[src/verilog/bfs_pkg.sv]
package bfs_pkg;

  // Clock and timing figures; filter and restart cycle counts are derived from the times.
  localparam int unsigned CLK_PERIOD_NS = 10;
  localparam int unsigned OCP_FILTER_TIME_NS = 2000000;
  localparam int unsigned OCP_FILTER_CYCLES = OCP_FILTER_TIME_NS / CLK_PERIOD_NS;
  localparam int unsigned AUTO_RESTART_TIME_NS = 10000000;
  localparam int unsigned AUTO_RESTART_CYCLES = AUTO_RESTART_TIME_NS / CLK_PERIOD_NS;
  localparam int unsigned OCP_MISS_CYCLES = 3;
  localparam int unsigned PEAK_RUN_CYCLES = 10;

  // Register byte offsets on the APB bus.
  localparam logic [7:0] STATUS_OFFSET = 8'h00;
  localparam logic [7:0] CONTROL_OFFSET = 8'h04;
  localparam logic [7:0] STATE_OFFSET = 8'h08;

  // Status frame layout and width.
  localparam int unsigned FRAME_WIDTH = 24;
  localparam int unsigned PARITY_BIT = 0;
  localparam int unsigned PH1_PEAK_BIT = 1;
  localparam int unsigned PH2_PEAK_BIT = 2;
  localparam int unsigned PH1_OCP_BIT = 3;
  localparam int unsigned PH2_OCP_BIT = 4;
  localparam int unsigned OUT_FAULT_BIT = 6;

  // Control register fields and reset value.
  localparam int unsigned CTRL_DISABLE_BIT = 0;
  localparam int unsigned CTRL_FALLBACK_BIT = 1;
  localparam int unsigned CTRL_RUN_BIT = 2;
  localparam logic [2:0] CONTROL_RESET = 3'h0;

  // State register fields.
  localparam int unsigned STATE_RUNNING_BIT = 0;
  localparam int unsigned STATE_PH1_FLAG_BIT = 1;
  localparam int unsigned STATE_PH2_FLAG_BIT = 2;

  // Converter run state, one-hot.
  typedef enum logic [1:0] {
    BFS_CONV_OFF = 2'b01,
    BFS_CONV_RUN = 2'b10
  } bfs_conv_state_t;

  // Per-phase diagnostic results.
  typedef struct packed {
    logic ocp_flag;
    logic ocp_status;
    logic peak_timeout;
  } bfs_phase_status_t;

endpackage

[src/verilog/bfs_status_top.sv]
// Decided for this implementation: register access over APB and the register offsets.
`timescale 1ns/1ps
// Function
// - Sense pin floating or grounded sets fault.
// - Fault blocks converter start while off.
// - Fault switches running converter off at once.
// - Fault stops clock on phase clock pin.
// - Fallback fault pulls compensation node low.
// - Converter disable prevents fault from setting.
// - Outside fallback, converter stays off until fault read-cleared.
// - Fallback auto-clears fault every restart period.
// - First limit hit sets per-phase internal flag.
// - Three clean cycles reset internal flag.
// - Flag held through filter latches overcurrent.
// - Ten unreached cycles set peak timeout.
// - Ten reached cycles clear peak timeout.
// - Bit zero gives the frame odd parity.
module bfs_status_top #(
  parameter int unsigned FILTER_CYCLES = bfs_pkg::OCP_FILTER_CYCLES,
  parameter int unsigned RESTART_CYCLES = bfs_pkg::AUTO_RESTART_CYCLES
) (
  input wire logic pclk,
  input wire logic presetn,
  input wire logic psel,
  input wire logic penable,
  input wire logic pwrite,
  input wire logic [7:0] paddr,
  input wire logic [31:0] pwdata,
  output logic [31:0] prdata,
  output logic pready,
  output logic pslverr,
  input wire logic output_sense_fault,
  input wire logic switching_clock,
  input wire logic phase_one_limit,
  input wire logic phase_two_limit,
  input wire logic phase_one_level,
  input wire logic phase_two_level,
  output logic converter_enable,
  output logic phase_clock_out,
  output logic phase_clock_oe,
  output logic comp_pull_low
);

  localparam int unsigned RW = $clog2(RESTART_CYCLES + 1);
  localparam logic [RW-1:0] RESTART_LAST = RW'(RESTART_CYCLES - 1);

  if (RESTART_CYCLES < 2) begin : g_bad_restart
    $error("Restart count must be at least two cycles.");
  end

  ////////////////////////////////////////////////////////////////////////////
  // Pin synchronisers.

  logic [5:0] meta_q;
  logic [5:0] sync_q;
  logic clk_prev_q;

  // Every pin input passes two flip-flops; only the second stage is read.
  always_ff @(posedge pclk or negedge presetn) begin
    if (!presetn) begin
      meta_q <= 6'h00;
      sync_q <= 6'h00;
      clk_prev_q <= 1'b0;
    end else begin
      meta_q <= {phase_two_level, phase_one_level, phase_two_limit,
                 phase_one_limit, switching_clock, output_sense_fault};
      sync_q <= meta_q;
      clk_prev_q <= sync_q[1];
    end
  end

  wire sense_fault = sync_q[0];
  wire sw_clk = sync_q[1];
  wire [1:0] limit_now = sync_q[3:2];
  wire [1:0] level_now = sync_q[5:4];
  // A rising edge of the switching clock closes one switching cycle.
  wire cycle_end = sw_clk && !clk_prev_q;

  ////////////////////////////////////////////////////////////////////////////
  // Per-cycle accumulation of comparator events.

  logic [1:0] hit_acc_q;
  logic [1:0] lvl_acc_q;
  wire [1:0] hit_cycle = hit_acc_q | limit_now;
  wire [1:0] lvl_cycle = lvl_acc_q | level_now;

  // A brief comparator pulse anywhere in the cycle counts for that cycle.
  always_ff @(posedge pclk or negedge presetn) begin
    if (!presetn) begin
      hit_acc_q <= 2'h0;
      lvl_acc_q <= 2'h0;
    end else if (cycle_end) begin
      hit_acc_q <= 2'h0;
      lvl_acc_q <= 2'h0;
    end else begin
      hit_acc_q <= hit_cycle;
      lvl_acc_q <= lvl_cycle;
    end
  end

  ////////////////////////////////////////////////////////////////////////////
  // APB decode.

  logic [2:0] ctrl_q;
  logic ack_q;
  logic [31:0] rdata_q;
  logic err_q;

  wire sel_status = (paddr == bfs_pkg::STATUS_OFFSET);
  wire sel_control = (paddr == bfs_pkg::CONTROL_OFFSET);
  wire sel_state = (paddr == bfs_pkg::STATE_OFFSET);
  wire addr_ok = sel_status || sel_control || sel_state;
  wire access = psel && penable;
  wire first_access = access && !ack_q;
  wire done = access && ack_q;
  wire wr_ctrl = done && pwrite && sel_control;
  // The status frame closes at the completing edge of the read.
  wire rd_clear = done && !pwrite && sel_status;

  wire conv_disable = ctrl_q[bfs_pkg::CTRL_DISABLE_BIT];
  wire fallback = ctrl_q[bfs_pkg::CTRL_FALLBACK_BIT];
  wire run_request = ctrl_q[bfs_pkg::CTRL_RUN_BIT];

  ////////////////////////////////////////////////////////////////////////////
  // Output pin fault and auto-restart.

  logic fault_q;
  logic [RW-1:0] restart_q;
  wire fault_set = sense_fault && !conv_disable;
  wire restart_done = fallback && fault_q && (restart_q == RESTART_LAST);
  wire fault_clear = rd_clear || restart_done;

  // The set condition wins over a clear in the same cycle.
  always_ff @(posedge pclk or negedge presetn) begin
    if (!presetn) begin
      fault_q <= 1'b0;
    end else if (fault_set) begin
      fault_q <= 1'b1;
    end else if (fault_clear) begin
      fault_q <= 1'b0;
    end
  end

  // Restart timer runs only in fallback while the fault stands.
  always_ff @(posedge pclk or negedge presetn) begin
    if (!presetn) begin
      restart_q <= '0;
    end else if (!(fallback && fault_q) || restart_done) begin
      restart_q <= '0;
    end else begin
      restart_q <= restart_q + RW'(1);
    end
  end

  ////////////////////////////////////////////////////////////////////////////
  // Converter run control.

  bfs_pkg::bfs_conv_state_t conv_q;
  bfs_pkg::bfs_conv_state_t conv_d;
  wire may_run = run_request && !conv_disable && !fault_q;

  // Start needs a clear fault bit; a fault drops a running converter.
  always_comb begin
    conv_d = conv_q;
    case (conv_q)
      bfs_pkg::BFS_CONV_OFF: begin
        if (may_run) begin
          conv_d = bfs_pkg::BFS_CONV_RUN;
        end
      end
      bfs_pkg::BFS_CONV_RUN: begin
        if (!may_run) begin
          conv_d = bfs_pkg::BFS_CONV_OFF;
        end
      end
      default: conv_d = bfs_pkg::BFS_CONV_OFF;
    endcase
  end

  always_ff @(posedge pclk or negedge presetn) begin
    if (!presetn) begin
      conv_q <= bfs_pkg::BFS_CONV_OFF;
    end else begin
      conv_q <= conv_d;
    end
  end

  // The enable is gated by the live fault as well, so the switch-off does
  // not wait for the state register to follow.
  assign converter_enable = (conv_q == bfs_pkg::BFS_CONV_RUN) && !fault_q;

  ////////////////////////////////////////////////////////////////////////////
  // Phase clock pin and compensation pull-down.

  logic clk_out_q;
  logic clk_oe_q;
  logic comp_low_q;

  // Any fault parks the pin low, whether the converter ran or not.
  always_ff @(posedge pclk or negedge presetn) begin
    if (!presetn) begin
      clk_out_q <= 1'b0;
      clk_oe_q <= 1'b0;
      comp_low_q <= 1'b0;
    end else begin
      clk_out_q <= sw_clk && !fault_q && !fault_set;
      clk_oe_q <= 1'b1;
      comp_low_q <= fallback && (fault_q || fault_set);
    end
  end

  assign phase_clock_out = clk_out_q;
  assign phase_clock_oe = clk_oe_q;
  assign comp_pull_low = comp_low_q;

  ////////////////////////////////////////////////////////////////////////////
  // Phase monitors.

  bfs_pkg::bfs_phase_status_t ph_one;
  bfs_pkg::bfs_phase_status_t ph_two;

  bfs_phase_monitor #(
    .FILTER_CYCLES(FILTER_CYCLES)
  ) u_phase_one (
    .pclk(pclk),
    .presetn(presetn),
    .cycle_end(cycle_end),
    .limit_hit(hit_cycle[0]),
    .level_reached(lvl_cycle[0]),
    .clear_ocp(rd_clear),
    .status(ph_one)
  );

  bfs_phase_monitor #(
    .FILTER_CYCLES(FILTER_CYCLES)
  ) u_phase_two (
    .pclk(pclk),
    .presetn(presetn),
    .cycle_end(cycle_end),
    .limit_hit(hit_cycle[1]),
    .level_reached(lvl_cycle[1]),
    .clear_ocp(rd_clear),
    .status(ph_two)
  );

  ////////////////////////////////////////////////////////////////////////////
  // Status frame and readback.

  logic [bfs_pkg::FRAME_WIDTH-1:0] frame_raw;
  logic [bfs_pkg::FRAME_WIDTH-1:0] frame;
  logic [31:0] rd_mux;

  // Upper status bits are outside this block and read as zero.
  always_comb begin
    frame_raw = '0;
    frame_raw[bfs_pkg::OUT_FAULT_BIT] = fault_q;
    frame_raw[bfs_pkg::PH2_OCP_BIT] = ph_two.ocp_status;
    frame_raw[bfs_pkg::PH1_OCP_BIT] = ph_one.ocp_status;
    frame_raw[bfs_pkg::PH2_PEAK_BIT] = ph_two.peak_timeout;
    frame_raw[bfs_pkg::PH1_PEAK_BIT] = ph_one.peak_timeout;
    frame = frame_raw;
    frame[bfs_pkg::PARITY_BIT] = ~^frame_raw[bfs_pkg::FRAME_WIDTH-1:1];
  end

  always_comb begin
    rd_mux = 32'h0000_0000;
    if (sel_status) begin
      rd_mux = {8'h00, frame};
    end else if (sel_control) begin
      rd_mux = {29'h0000_0000, ctrl_q};
    end else if (sel_state) begin
      rd_mux[bfs_pkg::STATE_RUNNING_BIT] = converter_enable;
      rd_mux[bfs_pkg::STATE_PH1_FLAG_BIT] = ph_one.ocp_flag;
      rd_mux[bfs_pkg::STATE_PH2_FLAG_BIT] = ph_two.ocp_flag;
    end
  end

  // One wait state lets read data come straight from a flip-flop; the
  // captured frame is the value the host sees before any clear lands.
  always_ff @(posedge pclk or negedge presetn) begin
    if (!presetn) begin
      ack_q <= 1'b0;
      rdata_q <= 32'h0000_0000;
      err_q <= 1'b0;
    end else if (first_access) begin
      ack_q <= 1'b1;
      rdata_q <= pwrite ? 32'h0000_0000 : rd_mux;
      err_q <= !addr_ok;
    end else begin
      ack_q <= 1'b0;
      err_q <= 1'b0;
    end
  end

  // Control register; unmapped or read-only writes are dropped.
  always_ff @(posedge pclk or negedge presetn) begin
    if (!presetn) begin
      ctrl_q <= bfs_pkg::CONTROL_RESET;
    end else if (wr_ctrl) begin
      ctrl_q <= pwdata[2:0];
    end
  end

  assign pready = ack_q;
  assign pslverr = ack_q && err_q;
  assign prdata = rdata_q;

endmodule

[src/verilog/bfs_phase_monitor.sv]
`timescale 1ns/1ps
module bfs_phase_monitor #(
  parameter int unsigned FILTER_CYCLES = bfs_pkg::OCP_FILTER_CYCLES
) (
  input wire logic pclk,
  input wire logic presetn,
  input wire logic cycle_end,
  input wire logic limit_hit,
  input wire logic level_reached,
  input wire logic clear_ocp,
  output bfs_pkg::bfs_phase_status_t status
);

  localparam int unsigned FW = $clog2(FILTER_CYCLES + 1);
  localparam logic [FW-1:0] FILTER_LAST = FW'(FILTER_CYCLES - 1);
  localparam logic [1:0] MISS_LAST = 2'(bfs_pkg::OCP_MISS_CYCLES - 1);
  localparam logic [3:0] PEAK_LAST = 4'(bfs_pkg::PEAK_RUN_CYCLES - 1);

  if (FILTER_CYCLES < 2) begin : g_bad_filter
    $error("Filter count must be at least two cycles.");
  end

  logic flag_q;
  logic [1:0] miss_q;
  logic [FW-1:0] filt_q;
  logic latch_q;
  logic [3:0] low_q;
  logic [3:0] high_q;
  logic timeout_q;
  wire filter_done = flag_q && (filt_q == FILTER_LAST);
  wire miss_end = cycle_end && !limit_hit && (miss_q == MISS_LAST);

  // Internal flag: set on first hit, dropped after three clean cycles.
  always_ff @(posedge pclk or negedge presetn) begin
    if (!presetn) begin
      flag_q <= 1'b0;
      miss_q <= 2'h0;
    end else if (cycle_end) begin
      if (limit_hit) begin
        flag_q <= 1'b1;
        miss_q <= 2'h0;
      end else if (flag_q) begin
        miss_q <= miss_end ? 2'h0 : miss_q + 2'h1;
        if (miss_end) begin
          flag_q <= 1'b0;
        end
      end
    end
  end

  // Filter window runs while the flag holds; restarting it when the flag
  // drops means only an unbroken overcurrent episode can latch the status.
  always_ff @(posedge pclk or negedge presetn) begin
    if (!presetn) begin
      filt_q <= '0;
    end else if (!flag_q || filter_done) begin
      filt_q <= '0;
    end else begin
      filt_q <= filt_q + FW'(1);
    end
  end

  // Latched status: a new set in the clearing cycle wins.
  always_ff @(posedge pclk or negedge presetn) begin
    if (!presetn) begin
      latch_q <= 1'b0;
    end else if (filter_done) begin
      latch_q <= 1'b1;
    end else if (clear_ocp) begin
      latch_q <= 1'b0;
    end
  end

  // Peak comparator timeout with ten-cycle runs in both directions.
  always_ff @(posedge pclk or negedge presetn) begin
    if (!presetn) begin
      low_q <= 4'h0;
      high_q <= 4'h0;
      timeout_q <= 1'b0;
    end else if (cycle_end) begin
      if (level_reached) begin
        low_q <= 4'h0;
        high_q <= (high_q == PEAK_LAST) ? high_q : high_q + 4'h1;
        if (high_q == PEAK_LAST) begin
          timeout_q <= 1'b0;
        end
      end else begin
        high_q <= 4'h0;
        low_q <= (low_q == PEAK_LAST) ? low_q : low_q + 4'h1;
        if (low_q == PEAK_LAST) begin
          timeout_q <= 1'b1;
        end
      end
    end
  end

  assign status.ocp_flag = flag_q;
  assign status.ocp_status = latch_q;
  assign status.peak_timeout = timeout_q;

endmodule

[config.mk]
export PLATFORM = sky130hd
export DESIGN_NAME = bfs_status_top
export DESIGN_NICKNAME = d
export VERILOG_FILES = /design/src/verilog/bfs_pkg.sv /design/src/verilog/bfs_status_top.sv /design/src/verilog/bfs_phase_monitor.sv
export SDC_FILE = /design/constraint.sdc
export NUM_CORES = 1
export LEC_CHECK = 0
export ABC_CLOCK_PERIOD_IN_PS = 2450
export BUFFER_PORTS_ARGS = -buffer_cell sky130_fd_sc_hd__buf_4
export CAP_MARGIN = 20
export CORE_MARGIN = 2
export CORE_UTILIZATION = 40
export DETAILED_ROUTE_END_ITERATION = 6
export PLACE_DENSITY_LB_ADDON = 0.08
export SKIP_LAST_GASP = 1
export SLEW_MARGIN = 25
export SYNTH_ARGS = -nofsm -noshare
export SYNTH_HDL_FRONTEND = slang
export SYNTH_SLANG_ARGS = --single-unit
[constraint.sdc]
create_clock -name pclk -period 2.45 [get_ports pclk]
set_input_delay 0.245 -clock pclk [delete_from_list [all_inputs] [get_ports pclk]]
set_output_delay 0.245 -clock pclk [all_outputs]
set_load 0.005 [all_outputs]
==> out/results.md, run 1 <==
- Die Outline Area: 14800 um2
- CTS clock-pin slew for the worst setup and hold paths: 50 ps
- simple-gate share of the synthesized area: 22.4%
- origin of the critical flop-to-flop path: restart_q[7]
- Adder-Cell Fraction of Synth Area: 2.49%
- IR drop worst, VDD: 0.512 mV
- worst-path cell with the longest stage delay: sky130_fd_sc_hd__nor4_1
- area of the core region: 13300 um2
- Post-Layout Cell Count: 800
- maximum number of pins on one net before global-route repair: 48
- EDFF count, synth: 0
- Inserted Diodes: 0
- fraction of final layout cells sized beyond drive strength 1: 14.7%
- DR DRC count: 0
- post-layout total power: 5.42 mW
- die height: 122 um
- total number of placement rows: 42
- transition time at the pin with the least slew margin: 804 ps
- Crit path arrival time: 2260 ps
- required arrival time at the worst endpoint: 2800 ps
- Critical Setup Path Class: register to register
- portion of the clock cycle consumed by the worst path in the final layout: 78.1%
- aggregate routed wire length: 11100 um
- GRT overflow: 0
- total count of hold-check failures in the final report: 0
- cell area power density: 818 nW/um2
- number of cells produced by synthesis: 554
- TritonCTS clock tree: yes
- DRT iter0 DRCs: 301
- Hold/Removal Path Class: input port to register
- post-route core utilization: 49.6%
- average footprint of a synthesized cell: 9.98 um2
- via count of the first global-routing pass: 3987
- routed wire length per instance: 13.9 um
- worst setup path startpoint: restart_q[7]
- synthesized flop and latch total: 116
- post-synthesis compound-gate area fraction: 8.35%
- number of setup violations in the final report: 0
- insertion delay of the later-clocked pin in the worst-skew pair: 420 ps
- crit path max fanout: 6
- Worst Setup Start Kind: register
- Port Buffer Count: 33
- width of the die: 122 um
- path depth of the worst reg2reg path: 4
- initial antenna violation count: 0
- Final GP Congestion: 0.772
- number of placed instances with taps included: 761
- Setup TNS Final: 0 ps
- Met1 Routed Length: 5260 um
- slew margin rel.: 46.4%
- GR Util All Layers: 16.7%
- worst reg2reg setup slack: 540 ps
- maximum buffer depth of the clock tree: 2
- antenna-violating nets left: 0
- root cell of the clock tree: sky130_fd_sc_hd__clkbuf_16
- post-CTS resize count: 0
- wire length of the first global-routing pass: 19100 um
- sequence of cells on the critical path: nand4_1 > nor4_1 > or3b_2 > a21oi_1
- result of the run: complete, no violations
- leakage power: 2.89 nW
- Final Hold Slack: 79.4 ps
- predominant post-synthesis flop cell: sky130_fd_sc_hd__dfrtp_1
- delay of the slowest critical-path stage: 630 ps
- multiplexer area fraction after synthesis: 1.18%
- effective utilization at floorplan: 41.4%
- netlist area before placement: 5530 um2
- number of H-tree levels: 4
- number of iterations in the first detailed-routing pass: 5
- fin nets: 673
- total CTS buffers: 17
- sinks on the clock net: 116
- count of buffers added by post-CTS timing repair for setup: 0
- largest family of logic cells by synthesized area: simple AND/OR/NAND/NOR gates
- clock skew: 7.75 ps
- xor-xnor portion of the synthesized cell area: 7.22%
- unrepaired setup endpoints after global routing: no
- total count of max-transition violations in the final report: 0
- capture instance of the worst register-to-register path: restart_q[13]
- via count: 4075
- number of max-cap violations: 0
- highest layer used for signal routing: met4
- detail-routed via count per cell: 5.09
- routed length on met2: 5270 um
- achievable clock frequency: 523 MHz
- met3 wire len: 427 um
- time the worst path needs with I/O delays and setup: 1910 ps
- total I/O pin count: 89
- Final HPWL DP: 7650 um
- Critical Path End: restart_q[13]
- number of different library cells in the post-synthesis netlist: 51
- area added between synthesis and finish: 19.8%
- share of synthesized registers carrying an async set or reset: 100%
- Synth warnings: 0
- share of synthesized area occupied by flip-flops and latches: 52.5%
- nature of the critical path endpoint: register
metrics by stage:
stage               cell area, um2  setup WS (ps)
floorplan                     5620            566
global placement              5940            317
detailed placement            5940            267
CTS                           6630            524
global route                  6630            385
finish                        6630            537
worst min path at each step:
| stage | startpoint | to | slack (ps) | cells after the start |
|---|---|---|---|---|
| 5_1_grt | pwdata[0] | ctrl_q[0] | 60 | 2 |
| 4_1_cts | pwdata[1] | ctrl_q[1] | 60 | 2 |
| 6_report | pwdata[1] | ctrl_q[1] | 80 | 2 |
| 3_3_place_gp | presetn | u_phase_one.low_q[1] | 200 | 1 |
| 3_5_place_dp | presetn | u_phase_one.low_q[0] | 210 | 1 |
| 2_1_floorplan | presetn | clk_prev_q | -50 | 0 |
per-layer routing:
layer / up-vias / GRT usage [%]
met5: - / 0
met4: 0 / 7.33
met3: 15 / 5.01
met2: 65 / 26.8
met1: 1988 / 21.1
li1: 2007 / -
synth_stat cells (9+ instances only):
master                       n  area share, %
sky130_fd_sc_hd__dfrtp_1   115             52
sky130_fd_sc_hd__xnor2_1    24            3.8
sky130_fd_sc_hd__xor2_1     19            3.0
sky130_fd_sc_hd__inv_1      20            1.4
sky130_fd_sc_hd__nor4_1      9            1.0
sky130_fd_sc_hd__nand4_1    21            2.4
sky130_fd_sc_hd__nor3_1     17            1.5
sky130_fd_sc_hd__nor2_1     73            5.0
sky130_fd_sc_hd__o21ai_0    36            3.3
sky130_fd_sc_hd__nand2_1    45            3.1
sky130_fd_sc_hd__clkbuf_1   10           0.68
sky130_fd_sc_hd__a21oi_1    14            1.3
sky130_fd_sc_hd__buf_4      26            3.5
sky130_fd_sc_hd__ha_1       11            2.5
sky130_fd_sc_hd__nand3_1    29            2.6
final cells by class:
cell class | instances | area [um2]
fillers | 1242 | 6720
repair buffers | 51 | 413
well taps | 176 | 220
multi-input cells | 405 | 2400
clock buffers | 22 | 484
clock inverters | 10 | 128
inverters | 20 | 75.1
flip-flops and latches | 116 | 2900
power by group:
group / leakage [nW] / internal [mW] / total, mW / switching (mW)
Combinational: 1.07 / 0.241 / 0.552 / 0.311
Clock: 0.305 / 1.69 / 2.55 / 0.853
Sequential: 1.52 / 2.11 / 2.32 / 0.214
Total: 2.89 / 4.04 / 5.42 / 1.38
sequential cells by signal, summed over array words and instances (netlist names), 2 cells and up:
register	count
restart_q	20
meta_q	6
u_phase_one.low_q	4
lvl_acc_q	2
prdata	6
ctrl_q	3
u_phase_one.filt_q	18
u_phase_two.low_q	4
u_phase_two.high_q	4
u_phase_one.high_q	4
sync_q	6
u_phase_two.filt_q	18
u_phase_two.miss_q	2
hit_acc_q	2
u_phase_one.miss_q	2
conv_q	2
cell usage in the layout, fill, tap and decap left out, types with 7 or more instances in the layout:
cell type,instances
sky130_fd_sc_hd__nor3_1,17
sky130_fd_sc_hd__nand2_1,45
sky130_fd_sc_hd__dfrtp_1,115
sky130_fd_sc_hd__inv_1,20
sky130_fd_sc_hd__buf_4,43
sky130_fd_sc_hd__or3_1,7
sky130_fd_sc_hd__nand3_1,29
sky130_fd_sc_hd__nor4_1,9
sky130_fd_sc_hd__a21oi_1,14
sky130_fd_sc_hd__o21ai_0,36
sky130_fd_sc_hd__nor2_1,73
sky130_fd_sc_hd__ha_1,11
sky130_fd_sc_hd__dlygate4sd3_1,7
sky130_fd_sc_hd__o31ai_1,7
sky130_fd_sc_hd__xnor2_1,24
sky130_fd_sc_hd__conb_1,27
sky130_fd_sc_hd__xor2_1,19
sky130_fd_sc_hd__clkbuf_16,17
sky130_fd_sc_hd__nand4_1,21
cell families after synthesis:
logic type / after synthesis
muxes: 6
AOI/OAI and AO/OA: 76
DFF: 116
buffers and inverters: 58
xor gates and xnor gates: 44
other: 2
and+or+nand+nor: 241
adders and majority gates: 11
what timing repair did:
item	4_1_cts	5_1_grt
hold buffers	7	0
hold endpoints to repair	32	0
endpoints found under the setup margin	0	0
critical path, delay by kind of cell, from the launching register on:
family,cells,cell delay (ps)
AND/OR/NAND/NOR,3,1270
flip-flops,1,430
AO/OA/AOI/OAI,1,140
(Power assumes the default switching activity.)
==> run 2: changes to the inputs <==
ABC_CLOCK_PERIOD_IN_PS = 1630   (was 2450)
clock period = 1.63 ns   (was 2.45 ns; I/O delays follow)
==> run 2 against run 1 <==
- fmax grew 20%
- wire length grew 7.3%
- non-clock buffer count grew 57
- register-to-register slack lost 510 ps
- core utilization grew 4.9 points
- sequential share of layout area shrank 3.9 points
- power grew 48%
- first-iteration DRC count shrank 14%
- hold slack lost 56 ps
- final cell count grew 6.8%
- critical path type unchanged
- highest routed layer unchanged
==> out/results.md, run 2 (same netlist as run 1, synthesis figures left out) <==
- Port Buffer Count: 33, unchanged
- Regs by FF count: restart_q x20, u_phase_one.filt_q x18, u_phase_two.filt_q x18
- wire length of the first global-routing pass: 20200 um, +6.0%
- Crit path arrival time: 1930 ps, -330 ps
- Final GP Congestion: 0.834, +8.1%
- CTS clock-pin slew for the worst setup and hold paths: 50 ps, about the same
- number of max-cap violations: 0, unchanged
- worst-path cell with the longest stage delay: sky130_fd_sc_hd__or3b_4
- fraction of final layout cells sized beyond drive strength 1: 25.2%, +10 points
- DRT iter0 DRCs: 259, -14%
- nature of the critical path endpoint: register
- die height: 122 um, unchanged
- GRT overflow: 0, unchanged
- origin of the critical flop-to-flop path: restart_q[7]
- routed wire length per instance: 14.0 um, +0.51%
- count of cells along the worst hold path: 3, +1
- result of the run: complete, no violations
- worst reg2reg setup slack: 30 ps, -510 ps
- root cell of the clock tree: sky130_fd_sc_hd__clkbuf_16
- maximum buffer depth of the clock tree: 2, unchanged
- unrepaired setup endpoints after global routing: yes
- worst slack at placement: -343 ps, -610 ps
- effective utilization at floorplan: 41.4%, unchanged
- fin nets: 730, +8.5%
- delay of the slowest critical-path stage: 410 ps, -220 ps
- startpoint of the most critical hold path: paddr[6]
- post-route core utilization: 54.5%, +4.9 points
- Die Outline Area: 14800 um2, unchanged
- total number of placement rows: 42, unchanged
- width of the die: 122 um, unchanged
- most flop-heavy register: restart_q
- slew margin rel.: 59.0%, +13 points
- number of iterations in the first detailed-routing pass: 4, -1
- portion of the clock cycle consumed by the worst path in the final layout: 98.1%, +20 points
- Final HPWL DP: 7990 um, +4.4%
- Worst Setup Start Kind: register
- transition time at the pin with the least slew margin: 615 ps, -189 ps
- achievable clock frequency: 625 MHz, +20%
- total CTS buffers: 17, unchanged
- aggregate routed wire length: 11900 um, +7.3%
- Setup TNS Final: 0 ps, unchanged
- maximum number of pins on one net before global-route repair: 117, +140%
- total count of max-transition violations in the final report: 0, unchanged
- area of the core region: 13300 um2, unchanged
- flip-flop count of the largest register, all copies and words added: 20, unchanged
- number of H-tree levels: 4, unchanged
- highest-count cells in the layout ignoring fill and taps: sky130_fd_sc_hd__dfrtp_1, sky130_fd_sc_hd__buf_4, sky130_fd_sc_hd__nor2_1, sky130_fd_sc_hd__nand2_1, sky130_fd_sc_hd__o21ai_0
- WHS Endpoint: err_q
- cell area after placement: 6380 um2, +7.3%
- sequence of cells on the critical path: nand4_1 > nor4_2 > or3b_4 > a21oi_1
- cell area power density: 1110 nW/um2, +35%
- total I/O pin count: 89, unchanged
- most common cell after layout, fill and taps aside: sky130_fd_sc_hd__dfrtp_1
- initial antenna violation count: 0, unchanged
- path depth of the worst reg2reg path: 4, unchanged
- Hold/Removal Path Class: input port to register
- number of setup violations in the final report: 0, unchanged
- flip-flop and latch area: 2910 um2, +0.13%
- antenna-violating nets left: 0, unchanged
- detail-routed via count per cell: 5.10, about the same
- number of fill cells: 1191, -4.1%
- required arrival time at the worst endpoint: 1960 ps, -840 ps
- insertion delay of the later-clocked pin in the worst-skew pair: 410 ps, about the same
- clock skew: 6.13 ps, -1.62 ps
- post-layout total power: 8.04 mW, +48%
- Inserted Diodes: 0, unchanged
- IR drop worst, VDD: 0.729 mV, +42%
- multi-input logic area: 2580 um2, +7.6%
- TritonCTS clock tree: yes
- buffer and inverter count on the worst path: 0, unchanged
- GR Util All Layers: 17.5%, +0.75 points
- post-layout worst setup margin: 30.9 ps, -507 ps
- family of cells with the greatest summed delay on the critical path: simple AND/OR/NAND/NOR gates
- capture instance of the worst register-to-register path: restart_q[13]
- DR DRC count: 0, unchanged
- sinks on the clock net: 116, unchanged
- leakage power: 3.23 nW, +12%
- crit path max fanout: 4, -2
- via count: 4352, +6.8%
- via count of the first global-routing pass: 4251, +6.6%
- Critical Setup Path Class: register to register
- total count of hold-check failures in the final report: 0, unchanged
- time the worst path needs with I/O delays and setup: 1600 ps, -313 ps
- post-route design area: 7280 um2, +9.8%
- area added between synthesis and finish: 31.6%
==> run 2: changes by cell type in the layout (fill, tap and decap cells not counted), moves of 4 or more <==
| cell | previous run | this run |
|---|---|---|
| sky130_fd_sc_hd__buf_12 | 1 | 5 |
| sky130_fd_sc_hd__buf_4 | 43 | 90 |
| sky130_fd_sc_hd__nor4_1 | 9 | 2 |
| sky130_fd_sc_hd__nor4_2 | 0 | 6 |
==> run 2: layer usage <==
layer	vias up	track usage, %	routed length (um)
met2	78	28.2	5830
met1	2148	22.5	5430
met5	-	0	0
met4	0	6.03	158
li1	2114	-	-
met3	12	5.29	522
==> run 2: per-stage QoR <==
stage | instances | hold WS, ps
2_1_floorplan | 579 | -133
5_1_grt | 854 | 17.0
3_3_place_gp | 805 | 274
4_1_cts | 847 | 2.61
6_report | 854 | 23.8
3_5_place_dp | 805 | 273
==> run 2: cell type report <==
class	instances	share of cell area [%]
clock buffer	24	6.90
multi-input combinational	405	35.5
clock inverter	5	0.688
timing repair buffer	108	12.9
sequential	116	40.0
tap	176	3.03
inverter	20	1.03
==> run 2: worst min-delay path, cell delays in order <==
cell and delay, ps:
sky130_fd_sc_hd__buf_4 100, sky130_fd_sc_hd__a2111oi_0 60, sky130_fd_sc_hd__nor2_1 80
==> run 2: how the worst max path moves through the flow <==
stage | startpoint | end | slack, ps | cells after the start
finish | restart_q[7] | restart_q[13] | 30 | 4
global placement | paddr[1] | ctrl_q[1] | -360 | 5
detailed placement | paddr[1] | ctrl_q[1] | -340 | 5
global route | restart_q[7] | restart_q[13] | -50 | 4
floorplan | paddr[1] | u_phase_one.latch_q | -170 | 4
CTS | restart_q[0] | fault_q | 10 | 6
==> run 2: power breakdown <==
| group | internal, mW | switching (mW) | total [mW] |
|---|---|---|---|
| Combinational | 0.530 | 0.571 | 1.10 |
| Sequential | 3.18 | 0.286 | 3.46 |
| Clock | 2.26 | 1.22 | 3.48 |
==> run 2: repair_timing <==
action	4_1_cts	5_1_grt
setup endpoints to repair	41	61
resized for setup	6	24
gates cloned	0	2
pin swaps	4	11
endpoints found under the hold margin	124	0
setup buffers	3	5
hold buffers	10	0
